--- config.mk ---
export PLATFORM = sky130hd
export DESIGN_NAME = ums_top
export DESIGN_NICKNAME = d
export VERILOG_FILES = /design/src/core/ums_top.v
export VERILOG_INCLUDE_DIRS = /design/src /design/src/common
export SDC_FILE = /design/constraint.sdc
export NUM_CORES = 1
export LEC_CHECK = 0
export ABC_CLOCK_PERIOD_IN_PS = 2500
export BUFFER_PORTS_ARGS = -buffer_cell sky130_fd_sc_hd__buf_4
export CORE_MARGIN = 1.5
export CORE_UTILIZATION = 30
export CTS_CLUSTER_DIAMETER = 200
export CTS_CLUSTER_SIZE = 12
export DETAILED_ROUTE_END_ITERATION = 12
export PLACE_DENSITY = 0.48
export SLEW_MARGIN = 20
export SYNTH_ARGS = -nofsm -noshare
export SYNTH_HDL_FRONTEND = slang
export SYNTH_SLANG_ARGS = --single-unit
--- constraint.sdc ---
create_clock -name clk -period 2.5 [get_ports clk]
set_input_delay 0.375 -clock clk [delete_from_list [all_inputs] [get_ports clk]]
set_output_delay 0.375 -clock clk [all_outputs]
set_load 0.01 [all_outputs]
--- src/common/ums_regs.vh ---
// Purpose: Register map, field positions and reset values of the UART mode/status block
// Assumes: APB with 32-bit data; printed offsets are word indexes
// Notes:   Byte address of a register is four times its index
`ifndef UMS_REGS_VH
`define UMS_REGS_VH

// ****************************************
// Register indexes and address width
// ****************************************
`define UMS_IDX_MODE        18'h0FF70
`define UMS_IDX_BAUD        18'h0FF71
`define UMS_IDX_RXBUF       18'h0FF72
`define UMS_IDX_RXERR       18'h0FF73
`define UMS_IDX_TXSHIFT     18'h0FF74
`define UMS_ADDR_W          20

// ****************************************
// Mode register fields
// ****************************************
`define UMS_MODE_POWER      7
`define UMS_MODE_TXEN       6
`define UMS_MODE_RXEN       5
`define UMS_MODE_PS_HI      4
`define UMS_MODE_PS_LO      3
`define UMS_MODE_CL         2
`define UMS_MODE_SL         1
`define UMS_MODE_RST        8'h01

// ****************************************
// Status, buffer and divider fields
// ****************************************
`define UMS_ERR_PARITY      2
`define UMS_ERR_FRAMING     1
`define UMS_ERR_OVERRUN     0
`define UMS_ERR_RST         3'h0
`define UMS_BUF_RST         8'hFF
`define UMS_BAUD_RST        5'h1F
`define UMS_BAUD_MIN        5'h08

`endif

--- src/core/ums_top.v ---
// Purpose: Serial port mode register, receive error status, transmitter and receiver
// Assumes: Base clock is clk; APB slave with wait states; serial_rx_pin is asynchronous
// Notes:   Power-off acts as a reset of the whole serial circuit inside this clock domain
//
// Added by the designer: register access over APB.
`timescale 1ns/1ps
`include "ums_regs.vh"

module ums_top (
	input  wire                   clk,
	input  wire                   rst,
	input  wire                   psel,
	input  wire                   penable,
	input  wire                   pwrite,
	input  wire [`UMS_ADDR_W-1:0] paddr,
	input  wire [31:0]            pwdata,
	output reg  [31:0]            prdata,
	output reg                    pready,
	output reg                    pslverr,
	input  wire                   serial_rx_pin,
	output reg                    serial_tx_pin,
	output reg                    rx_err_irq,
	output reg                    tx_done_irq,
	output reg                    rx_done_irq
);

// ****************************************
// Registers and state
// ****************************************
localparam RX_IDLE   = 3'd0;
localparam RX_START  = 3'd1;
localparam RX_DATA   = 3'd2;
localparam RX_PARITY = 3'd3;
localparam RX_STOP   = 3'd4;

reg  [7:0]  mode_q;
reg  [4:0]  baud_q;
reg  [2:0]  err_q;
reg  [7:0]  rxbuf_q;
reg         rxbuf_full_q;
reg  [7:0]  txhold_q;
reg         wait_done_q;
reg         rx_meta_q;
reg         rx_sync_q;
reg  [2:0]  rx_state_q;
reg  [5:0]  rx_cnt_q;
reg  [3:0]  rx_bit_q;
reg  [7:0]  rx_sr_q;
reg         rx_par_q;
reg  [10:0] tx_sr_q;
reg  [3:0]  tx_left_q;
reg  [5:0]  tx_cnt_q;

wire        power   = mode_q[`UMS_MODE_POWER];
wire        tx_en   = mode_q[`UMS_MODE_TXEN];
wire        rx_en   = mode_q[`UMS_MODE_RXEN];
wire [1:0]  par_sel = {mode_q[`UMS_MODE_PS_HI], mode_q[`UMS_MODE_PS_LO]};
wire        cl8     = mode_q[`UMS_MODE_CL];
wire        sl2     = mode_q[`UMS_MODE_SL];
wire        pwr_rst = rst | ~power;
wire        tx_rst  = pwr_rst | ~tx_en;
wire        rx_rst  = pwr_rst | ~rx_en;

// Divider settings below eight are prohibited; clamp so the bit clock never stalls
wire [4:0]  k_eff   = (baud_q < `UMS_BAUD_MIN) ? `UMS_BAUD_MIN : baud_q;
wire [5:0]  bit_end = {k_eff, 1'b0} - 6'd1;
wire [5:0]  mid_pt  = {1'b0, k_eff} - 6'd1;

// ****************************************
// APB slave
// ****************************************
wire [17:0] idx      = paddr[`UMS_ADDR_W-1:2];
wire        access   = psel & penable;
wire        done     = access & pready;
wire        hit_mode = (idx == `UMS_IDX_MODE);
wire        hit_baud = (idx == `UMS_IDX_BAUD);
wire        hit_rxb  = (idx == `UMS_IDX_RXBUF);
wire        hit_err  = (idx == `UMS_IDX_RXERR);
wire        hit_txs  = (idx == `UMS_IDX_TXSHIFT);
wire        hit_any  = hit_mode | hit_baud | hit_rxb | hit_err | hit_txs;
wire        wr_done  = done & pwrite;
wire        rd_done  = done & ~pwrite;
wire        rd_err   = rd_done & hit_err;
wire        rd_rxb   = rd_done & hit_rxb;
wire        wr_txs   = wr_done & hit_txs;

reg  [31:0] rdata_d;
always @* begin
	rdata_d = 32'h0000_0000;
	if (hit_mode) begin
		rdata_d[7:0] = mode_q;
	end else if (hit_baud) begin
		rdata_d[4:0] = baud_q;
	end else if (hit_rxb) begin
		rdata_d[7:0] = rxbuf_q;
	end else if (hit_err) begin
		rdata_d[2:0] = err_q;
	end
end

// Answer comes one cycle into the access phase; status register reads take one more
always @(posedge clk) begin
	if (rst) begin
		pready      <= 1'b0;
		pslverr     <= 1'b0;
		prdata      <= 32'h0000_0000;
		wait_done_q <= 1'b0;
	end else if (access & ~pready) begin
		if (hit_err & ~pwrite & ~wait_done_q) begin
			wait_done_q <= 1'b1;
		end else begin
			pready      <= 1'b1;
			pslverr     <= ~hit_any;
			prdata      <= pwrite ? 32'h0000_0000 : rdata_d;
			wait_done_q <= 1'b0;
		end
	end else begin
		pready      <= 1'b0;
		pslverr     <= 1'b0;
		wait_done_q <= 1'b0;
	end
end

always @(posedge clk) begin
	if (rst) begin
		mode_q <= `UMS_MODE_RST;
		baud_q <= `UMS_BAUD_RST;
	end else if (wr_done & hit_mode) begin
		mode_q <= pwdata[7:0];
	end else if (wr_done & hit_baud) begin
		baud_q <= pwdata[4:0];
	end
end

// ****************************************
// Receive line synchroniser
// ****************************************
always @(posedge clk) begin
	if (rst) begin
		rx_meta_q <= 1'b1;
		rx_sync_q <= 1'b1;
	end else begin
		rx_meta_q <= serial_rx_pin;
		rx_sync_q <= rx_meta_q;
	end
end

wire rx_in = power ? rx_sync_q : 1'b1;

// ****************************************
// Receiver
// ****************************************
wire [3:0] rx_nbits  = cl8 ? 4'd8 : 4'd7;
wire       rx_exp_p  = (par_sel == 2'b10) ? ~rx_par_q : rx_par_q;
wire [7:0] rx_char   = cl8 ? rx_sr_q : {1'b0, rx_sr_q[7:1]};
wire       rx_sample = (rx_cnt_q == bit_end);
reg        rx_fin;
reg  [2:0] rx_new_err;

always @(posedge clk) begin
	rx_fin     <= 1'b0;
	rx_new_err <= 3'b000;
	if (rx_rst) begin
		rx_state_q <= RX_IDLE;
		rx_cnt_q   <= 6'd0;
		rx_bit_q   <= 4'd0;
		rx_sr_q    <= 8'h00;
		rx_par_q   <= 1'b0;
	end else begin
		rx_cnt_q <= rx_cnt_q + 6'd1;
		case (rx_state_q)
			RX_IDLE: begin
				rx_cnt_q <= 6'd0;
				// A line already low at enable counts as a start bit
				if (!rx_in) begin
					rx_state_q <= RX_START;
				end
			end
			RX_START: begin
				if (rx_cnt_q == mid_pt) begin
					rx_cnt_q <= 6'd0;
					rx_bit_q <= 4'd0;
					rx_par_q <= 1'b0;
					rx_state_q <= rx_in ? RX_IDLE : RX_DATA;
				end
			end
			RX_DATA: begin
				if (rx_sample) begin
					rx_cnt_q <= 6'd0;
					rx_sr_q  <= {rx_in, rx_sr_q[7:1]};
					rx_par_q <= rx_par_q ^ rx_in;
					rx_bit_q <= rx_bit_q + 4'd1;
					if (rx_bit_q == rx_nbits - 4'd1) begin
						rx_state_q <= (par_sel == 2'b00) ? RX_STOP : RX_PARITY;
					end
				end
			end
			RX_PARITY: begin
				if (rx_sample) begin
					rx_cnt_q <= 6'd0;
					rx_par_q <= rx_par_q ^ rx_in;
					rx_state_q <= RX_STOP;
				end
			end
			RX_STOP: begin
				// Only one stop bit is ever checked, whatever the transmit setting
				if (rx_sample) begin
					rx_state_q <= RX_IDLE;
					rx_fin     <= 1'b1;
					rx_new_err[`UMS_ERR_FRAMING] <= ~rx_in;
					rx_new_err[`UMS_ERR_PARITY]  <= par_sel[1] & rx_exp_p;
					rx_new_err[`UMS_ERR_OVERRUN] <= rxbuf_full_q & ~rd_rxb;
				end
			end
			default: begin
				rx_state_q <= RX_IDLE;
			end
		endcase
	end
end

// Completed frame, unless it overruns, is latched one cycle after the stop sample, with its error flags
always @(posedge clk) begin
	if (pwr_rst) begin
		rxbuf_q      <= `UMS_BUF_RST;
		rxbuf_full_q <= 1'b0;
	end else if (rx_fin & ~rx_new_err[`UMS_ERR_OVERRUN] & rx_en) begin
		rxbuf_q      <= rx_char;
		rxbuf_full_q <= 1'b1;
	end else if (rd_rxb) begin
		rxbuf_full_q <= 1'b0;
	end
end

// Status flags: a new error in the cycle of a status read wins over the clear
wire [2:0] err_set = rx_fin ? rx_new_err : 3'b000;
always @(posedge clk) begin
	if (pwr_rst) begin
		err_q <= `UMS_ERR_RST;
	end else if (~rx_en) begin
		err_q <= `UMS_ERR_RST;
	end else if (rd_err) begin
		err_q <= err_set;
	end else begin
		err_q <= err_q | err_set;
	end
end

always @(posedge clk) begin
	if (rst) begin
		rx_err_irq  <= 1'b0;
		rx_done_irq <= 1'b0;
	end else begin
		rx_err_irq  <= rx_en & power & (|err_set);
		rx_done_irq <= rx_en & power & rx_fin & ~(|rx_new_err);
	end
end

// ****************************************
// Transmitter
// ****************************************
wire [7:0] tx_d      = pwdata[7:0];
wire       tx_xor    = cl8 ? ^tx_d : ^tx_d[6:0];
reg        tx_par;
reg  [9:0] tx_body;
reg  [3:0] tx_total;
always @* begin
	tx_par = 1'b0;
	if (par_sel == 2'b10) begin
		tx_par = ~tx_xor;
	end else if (par_sel == 2'b11) begin
		tx_par = tx_xor;
	end
	// Unused upper positions are filled with ones, which double as stop bits
	if (par_sel == 2'b00) begin
		tx_body = cl8 ? {2'b11, tx_d} : {3'b111, tx_d[6:0]};
	end else begin
		tx_body = cl8 ? {1'b1, tx_par, tx_d} : {2'b11, tx_par, tx_d[6:0]};
	end
	tx_total = 4'd2 + (cl8 ? 4'd8 : 4'd7) + {3'd0, (par_sel != 2'b00)} + {3'd0, sl2};
end

wire tx_busy = (tx_left_q != 4'd0);

always @(posedge clk) begin
	tx_done_irq <= 1'b0;
	if (tx_rst) begin
		tx_sr_q       <= 11'h7FF;
		tx_left_q     <= 4'd0;
		tx_cnt_q      <= 6'd0;
		serial_tx_pin <= 1'b1;
		txhold_q      <= `UMS_BUF_RST;
		if (rst) begin
			tx_done_irq <= 1'b0;
		end
	end else if (wr_txs & ~tx_busy) begin
		// Writes during a frame are dropped; software waits for the done pulse
		txhold_q      <= tx_d;
		tx_sr_q       <= {tx_body, 1'b0};
		tx_left_q     <= tx_total;
		tx_cnt_q      <= 6'd0;
	end else if (tx_busy) begin
		tx_cnt_q <= tx_cnt_q + 6'd1;
		if (tx_cnt_q == 6'd0) begin
			serial_tx_pin <= tx_sr_q[0];
		end
		if (tx_cnt_q == bit_end) begin
			tx_cnt_q  <= 6'd0;
			tx_sr_q   <= {1'b1, tx_sr_q[10:1]};
			tx_left_q <= tx_left_q - 4'd1;
			if (tx_left_q == 4'd1) begin
				tx_done_irq   <= 1'b1;
				serial_tx_pin <= 1'b1;
			end
		end
	end else begin
		serial_tx_pin <= 1'b1;
	end
end

endmodule

# Word-level counts from Yosys, hierarchy flattened

Index checks and enable logic that the tools add are counted.

$add $sub $neg: 10
$lt $le $gt $ge: 1
Eq/ne operators: 23
Muxes and demuxes: 54
Bitwise operators: 50
Reduce and logical (&&, ||, !) cells: 28

Operators with widths:

| operator                                                            | number |
|---|---|
| 18-bit by 16-bit == test with 1-bit output (second input constant)  | 5 |
| 3-bit 2-to-1 mux                                                    | 12 |
| 11-bit 2-to-1 mux                                                   | 3 |
| 8-bit 2-to-1 mux                                                    | 4 |
| 4-bit 2-to-1 mux                                                    | 6 |
| 1-bit bitwise AND                                                   | 21 |
| 1-bit inverter                                                      | 20 |
| 6-bit == test                                                       | 3 |
| 6-bit 2-to-1 mux                                                    | 3 |
| 9-bit 2-to-1 mux                                                    | 2 |
| 6-bit case mux with 3 select lines                                  | 1 |
| 1-bit 2-to-1 mux                                                    | 16 |
| 5-bit 2-to-1 mux                                                    | 3 |
| 3-bit case mux with 5 select lines                                  | 1 |
| 6-bit by 1-bit adder with 6-bit output (second input constant)      | 2 |
| 2-bit inequality test (second input constant)                       | 6 |
| 2-bit nonzero test                                                  | 6 |
| 2-bit OR reduction                                                  | 5 |
| 3-bit OR reduction                                                  | 3 |
| 4-bit by 1-bit adder with 4-bit output                              | 2 |
| 4-bit case mux with 2 select lines                                  | 1 |
| 2-bit AND reduction                                                 | 4 |
| 8-bit parity                                                        | 1 |
| 4-bit by 1-bit subtractor with 4-bit output (second input constant) | 2 |
| other kinds (25)                                                    | 34 |

Bits in registers: 113
Output and inout port bits: 38

# Logic depth before layout (Yosys ltp)

Depth after elaboration: 7
Depth in mapped cells: 11
Mapped depth without buffers: 8

# Worst setup path after synthesis

OpenSTA, ideal clock, no wires.

Kind: register to register
Start: reg baud_q[3]
End: reg tx_sr_q[7]
Setup time: 0.140 ns
Arrival: 2.437 ns
Path slack: -0.077 ns
Stages on the path, launching flop included: 11
Buffers on the path: 2
Clock period less this slack: 2.577 ns
Cells stage by stage: dfxtp_1 -> o21ai_0 -> ha_1 -> or3b_1 -> a21oi_2 -> o211ai_2 -> nor4_2 -> buf_4 -> buf_12 -> mux2i_1 -> a21oi_1

Cells in the longest elaborated chain, start to end: 6

RTL lines:

| item                                                            | line          | source |
|---|---|---|
| start: declaration                                              | ums_top.v:37  | `reg [4:0] baud_q;` |
| start signal: assignment                                        | ums_top.v:127 | `` baud_q <= `UMS_BAUD_RST; `` |
| start signal: assignment                                        | ums_top.v:131 | `baud_q <= pwdata[4:0];` |
| 5-bit by 4-bit less-than comparator with 1-bit output (no line) | n/a           |  |
| 5-bit 2-to-1 mux (*)                                            | ums_top.v:65  | `` wire [4:0] k_eff = (baud_q < `UMS_BAUD_MIN) ? `UMS_BAUD_MIN : baud_q; `` |
| 6-bit by 1-bit subtractor with 6-bit output (*)                 | ums_top.v:66  | `wire [5:0] bit_end = {k_eff, 1'b0} - 6'd1;` |
| 6-bit == test (*)                                               | ums_top.v:307 | `if (tx_cnt_q == bit_end) begin` |
| 2-bit nonzero test (no line) (*)                                | n/a           |  |
| 2-bit AND reduction (no line) (*)                               | n/a           |  |
| end signal: assignment                                          | ums_top.v:299 | `tx_sr_q <= {tx_body, 1'b0};` |
| end signal: assignment                                          | ums_top.v:309 | `tx_sr_q <= {1'b1, tx_sr_q[10:1]};` |
| end: declaration                                                | ums_top.v:50  | `reg [10:0] tx_sr_q;` |

Every way passes the cells marked *; elsewhere a longest branch is shown, timed or not.
A chain may end at the register's enable or synchronous reset.

# Worst setup path in the final report

Start: reg baud_q[3]
End: reg tx_left_q[0]

Cells in the longest elaborated chain, start to end: 6

RTL lines:

| item                                                            | line          | source |
|---|---|---|
| 5-bit by 4-bit less-than comparator with 1-bit output (no line) | n/a           |  |
| 5-bit 2-to-1 mux (*)                                            | ums_top.v:65  |  |
| 6-bit by 1-bit subtractor with 6-bit output (*)                 | ums_top.v:66  |  |
| 6-bit == test (*)                                               | ums_top.v:307 |  |
| 2-bit nonzero test (no line) (*)                                | n/a           |  |
| 2-bit AND reduction (no line) (*)                               | n/a           |  |
| end signal: assignment                                          | ums_top.v:300 | `tx_left_q <= tx_total;` |
| end signal: assignment                                          | ums_top.v:310 | `tx_left_q <= tx_left_q - 4'd1;` |
| end: declaration                                                | ums_top.v:51  | `reg [3:0] tx_left_q;` |

Marked as above.

==> flow_metrics.env <==
export IMPL_path_class="flip-flop to flip-flop"
export IMPL_grt_pass1_wl_um=18500
export IMPL_met2_usage_pct=23.2
export IMPL_synth_main_ff_cell="dfxtp_1"
export IMPL_fp_row_count=45
export IMPL_synth_cell_types=70
export IMPL_finalHoldViolCount=0
export IMPL_die_x_um=128
export IMPL_cp_required_ps=2730
export IMPL_antenna_found_initial=0
export IMPL_num_fill_cells=1577
export IMPL_p_int_w=0.00230
export IMPL_synth_edf_count=0
export IMPL_synth_top_family_by_area="simple AND/OR/NAND/NOR gates"
export IMPL_io_pins=96
export IMPL_path_cells="o21ai_2 -> ha_2 -> or3b_4 -> a21oi_2 -> o211ai_2 -> nor4_4 -> buf_6 -> buf_12 -> buf_4 -> xnor2_1 -> a21oi_2"
export IMPL_cts_buffers=9
export IMPL_clk_pin_slew_worst_paths_ps=70
export IMPL_cpMaxStageDelayCell="or3b_4"
export IMPL_first_pass_iters=4
export IMPL_synth_top_area_share_pct=37.6
export IMPL_synth_area_leaders="dfxtp_1 (38%), mux2i_1 (7.7%), buf_4 (4.3%)"
export IMPL_buffer_ports_inserted=45
export IMPL_crit_family="simple AND/OR/NAND/NOR gates"
export IMPL_yosysTopAreaCell="dfxtp_1"
export IMPL_end_kind="flip-flop"
export IMPL_grt_setup_unrepaired="yes"
export IMPL_core_area_um2=15300
export IMPL_clock_latency_ps=340
export IMPL_status="finished, final reports clean"
export IMPL_synthArstFlopShare_pct=0
export IMPL_arrival_ps=2650
export IMPL_final_cell_mix="dfxtp_1 (86), buf_4 (70), nand2_1 (52)"
export IMPL_synthSimpleGateAreaFrac_pct=22.3
export IMPL_ys_warnings_count=0
export IMPL_synth_compound_area_share_pct=14.4
export IMPL_whs_ps=217
export IMPL_postSynthAreaPerCell_um2=8.96
export IMPL_routedWlPerCell_um=14.4
export IMPL_clk_path_buf_depth=2
export IMPL_worst_pin_slew_ps=604
export IMPL_vias=3848
export IMPL_register_area_um2=1770
export IMPL_antenna_left=0
export IMPL_place_hpwl_um=8570
export IMPL_ctsHoldBuffers=0
export IMPL_crit_buf_inv=3
export IMPL_grt_ovfl_total=0
export IMPL_grt_use_total_pct=14.2
export IMPL_relSlewSlack_pct=59.4
export IMPL_ys_ff_latch=88
export IMPL_yosys_area_share_xor_xnor_pct=5.90
export IMPL_critPathLaunchType="flip-flop"
export IMPL_gp_routability_congestion=0.781
export IMPL_p_sw_share_pct=21.7
export IMPL_routed_wl_um=11500
export IMPL_ir_drop_uv=319
export IMPL_synthCells=523
export IMPL_combPwrFrac_pct=4.5
export IMPL_grt_max_degree=21
export IMPL_seqPwrFrac_pct=47.9
export IMPL_fin_crit_ps=2420
export IMPL_grt_pass1_vias=3693
export IMPL_setup_viol=0
export IMPL_area_growth_pct=21.6
export IMPL_drt_iter0_drc=220
export IMPL_top_usage_layer="met2"
export IMPL_clockRootBuffer="clkbuf_16"
export IMPL_use_met3_pct=4.01
export IMPL_htree_levels=3
export IMPL_die_area_um2=16400
export IMPL_postLayoutCoreUtil_pct=37.4
export IMPL_fp_dieH_um=128
export IMPL_p_clk_share_pct=47.6
export IMPL_period_share_pct=96.6
export IMPL_multiInputGateArea_um2=2690
export IMPL_drive_gt1_share_pct=20.3
export IMPL_final_common_cell="dfxtp_1"
export IMPL_drv_cap=0
export IMPL_final_nets=649
export IMPL_drcViolationCount=0
export IMPL_synth_fa_ha_area_share_pct=2.56
export IMPL_slowest_delay_ps=390
export IMPL_power_density_nw_per_um2=515
export IMPL_insertedDiodeCount=0
export IMPL_start_util_pct=30.7
export IMPL_gr_usage_met1_pct=18.4
export IMPL_cts_sinks=88
export IMPL_hold_path_class="input pin to flip-flop"
export IMPL_p_leak_nw=2.17
export IMPL_syn_area_um2=4690
export IMPL_yosysSeqAreaShare_pct=37.6
export IMPL_fmax_mhz=414
export IMPL_drv_slew=0
export IMPL_synth_mux_area_share_pct=9.61
export IMPL_critPathMaxFanout=5
export IMPL_cts_tree="done"
export IMPL_crit_path_frequent_cell="a21oi_2"
export IMPL_via_per_inst=4.82
export IMPL_finClkSkew_ps=6.24
export IMPL_p_sw_w=0.000637
## path summary, 6_finish.rpt
path	from	end	slack (ps)	cells after the start
worst max-delay path	baud_q[3]	tx_left_q[0]	80	11
worst min-delay path	serial_rx_pin	rx_meta_q	220	2
worst max register to register	baud_q[3]	tx_left_q[0]	80	11
worst min register to register	rx_meta_q	rx_sync_q	430	1
## cells by family after synthesis
kind of cell               Yosys count
AOI/OAI and AO/OA                   97
xor gates and xnor gates            30
adders and majority gates            9
buffers and inverters               62
DFF                                 88
muxes                               41
other                                1
and+or+nand+nor                    195
## worst register-to-register path, cell delays in order, from the launching register on
cell	delay (ps)
dfxtp_4	370
o21ai_2	150
ha_2	220
or3b_4	390
a21oi_2	140
o211ai_2	140
nor4_4	300
buf_6	170
buf_12	120
buf_4	110
xnor2_1	120
a21oi_2	70
## sequential cells by signal (all words and copies together) (netlist names), 3 cells and up
register	flops
baud_q	5
err_q	3
mode_q	8
prdata	8
rx_bit_q	4
rx_cnt_q	6
rx_new_err	3
rx_sr_q	8
rx_state_q	3
rxbuf_q	8
tx_cnt_q	6
tx_left_q	4
tx_sr_q	10
## what timing repair did
action	CTS	global route
setup endpoints to repair	0	31
gates resized for setup	0	12
buffers inserted	0	4
## cell usage after synthesis (9+ instances only)
cell      instances
dfxtp_1          88
nand2_1          52
nor2_1           43
mux2i_1          36
buf_4            27
a21oi_1          19
xnor2_1          18
nor3_1           17
clkbuf_1         15
nand3_1          15
inv_1            12
a22oi_1          11
o211ai_1         11
xor2_1           11
nor4_1           10
o21ai_0           9
## routing by layer
layer  vias up  part of all wire [%]
li1       1947                     -
met1      1815                    48
met2        74                    48
met3        12                   3.4
met4         0                   1.3
met5         -                     0
## final cells by class
type | count | area share (%)
Multi-Input combinational cell | 396 | 47.2
Sequential cell | 88 | 31.0
Timing Repair Buffer | 75 | 11.0
Tap cell | 211 | 4.63
Clock buffer | 12 | 4.50
Clock inverter | 4 | 0.922
Inverter | 12 | 0.790
## per-stage QoR
stage | std cells | setup TNS, ps | worst slack [ps] | instance area [um2] | total power [W]
final | 798 | 0 | 84.3 | 5700 | 0.00293
after global routing | 798 | -77.5 | -17.0 | 5700 | 0.00306
after CTS | 792 | 0 | 26.3 | 5590 | 0.00299
after detailed placement | 776 | 0 | 50.6 | 5280 | 0.00157
after global placement | 776 | 0 | 29.8 | 5280 | 0.00157
after floorplan | 546 | 0 | 5.93 | 4770 | 0.00154
## power groups by stage
stage / Combinational, W / Clock (W) / Sequential (W)
2_1_floorplan: 0.0000978 / 0 / 0.00144
3_3_place_gp: 0.000131 / 0 / 0.00144
3_5_place_dp: 0.000131 / 0 / 0.00144
4_1_cts: 0.000132 / 0.00145 / 0.00141
5_1_grt: 0.000144 / 0.00151 / 0.00140
6_report: 0.000132 / 0.00140 / 0.00140
(Power assumes the default switching activity.)
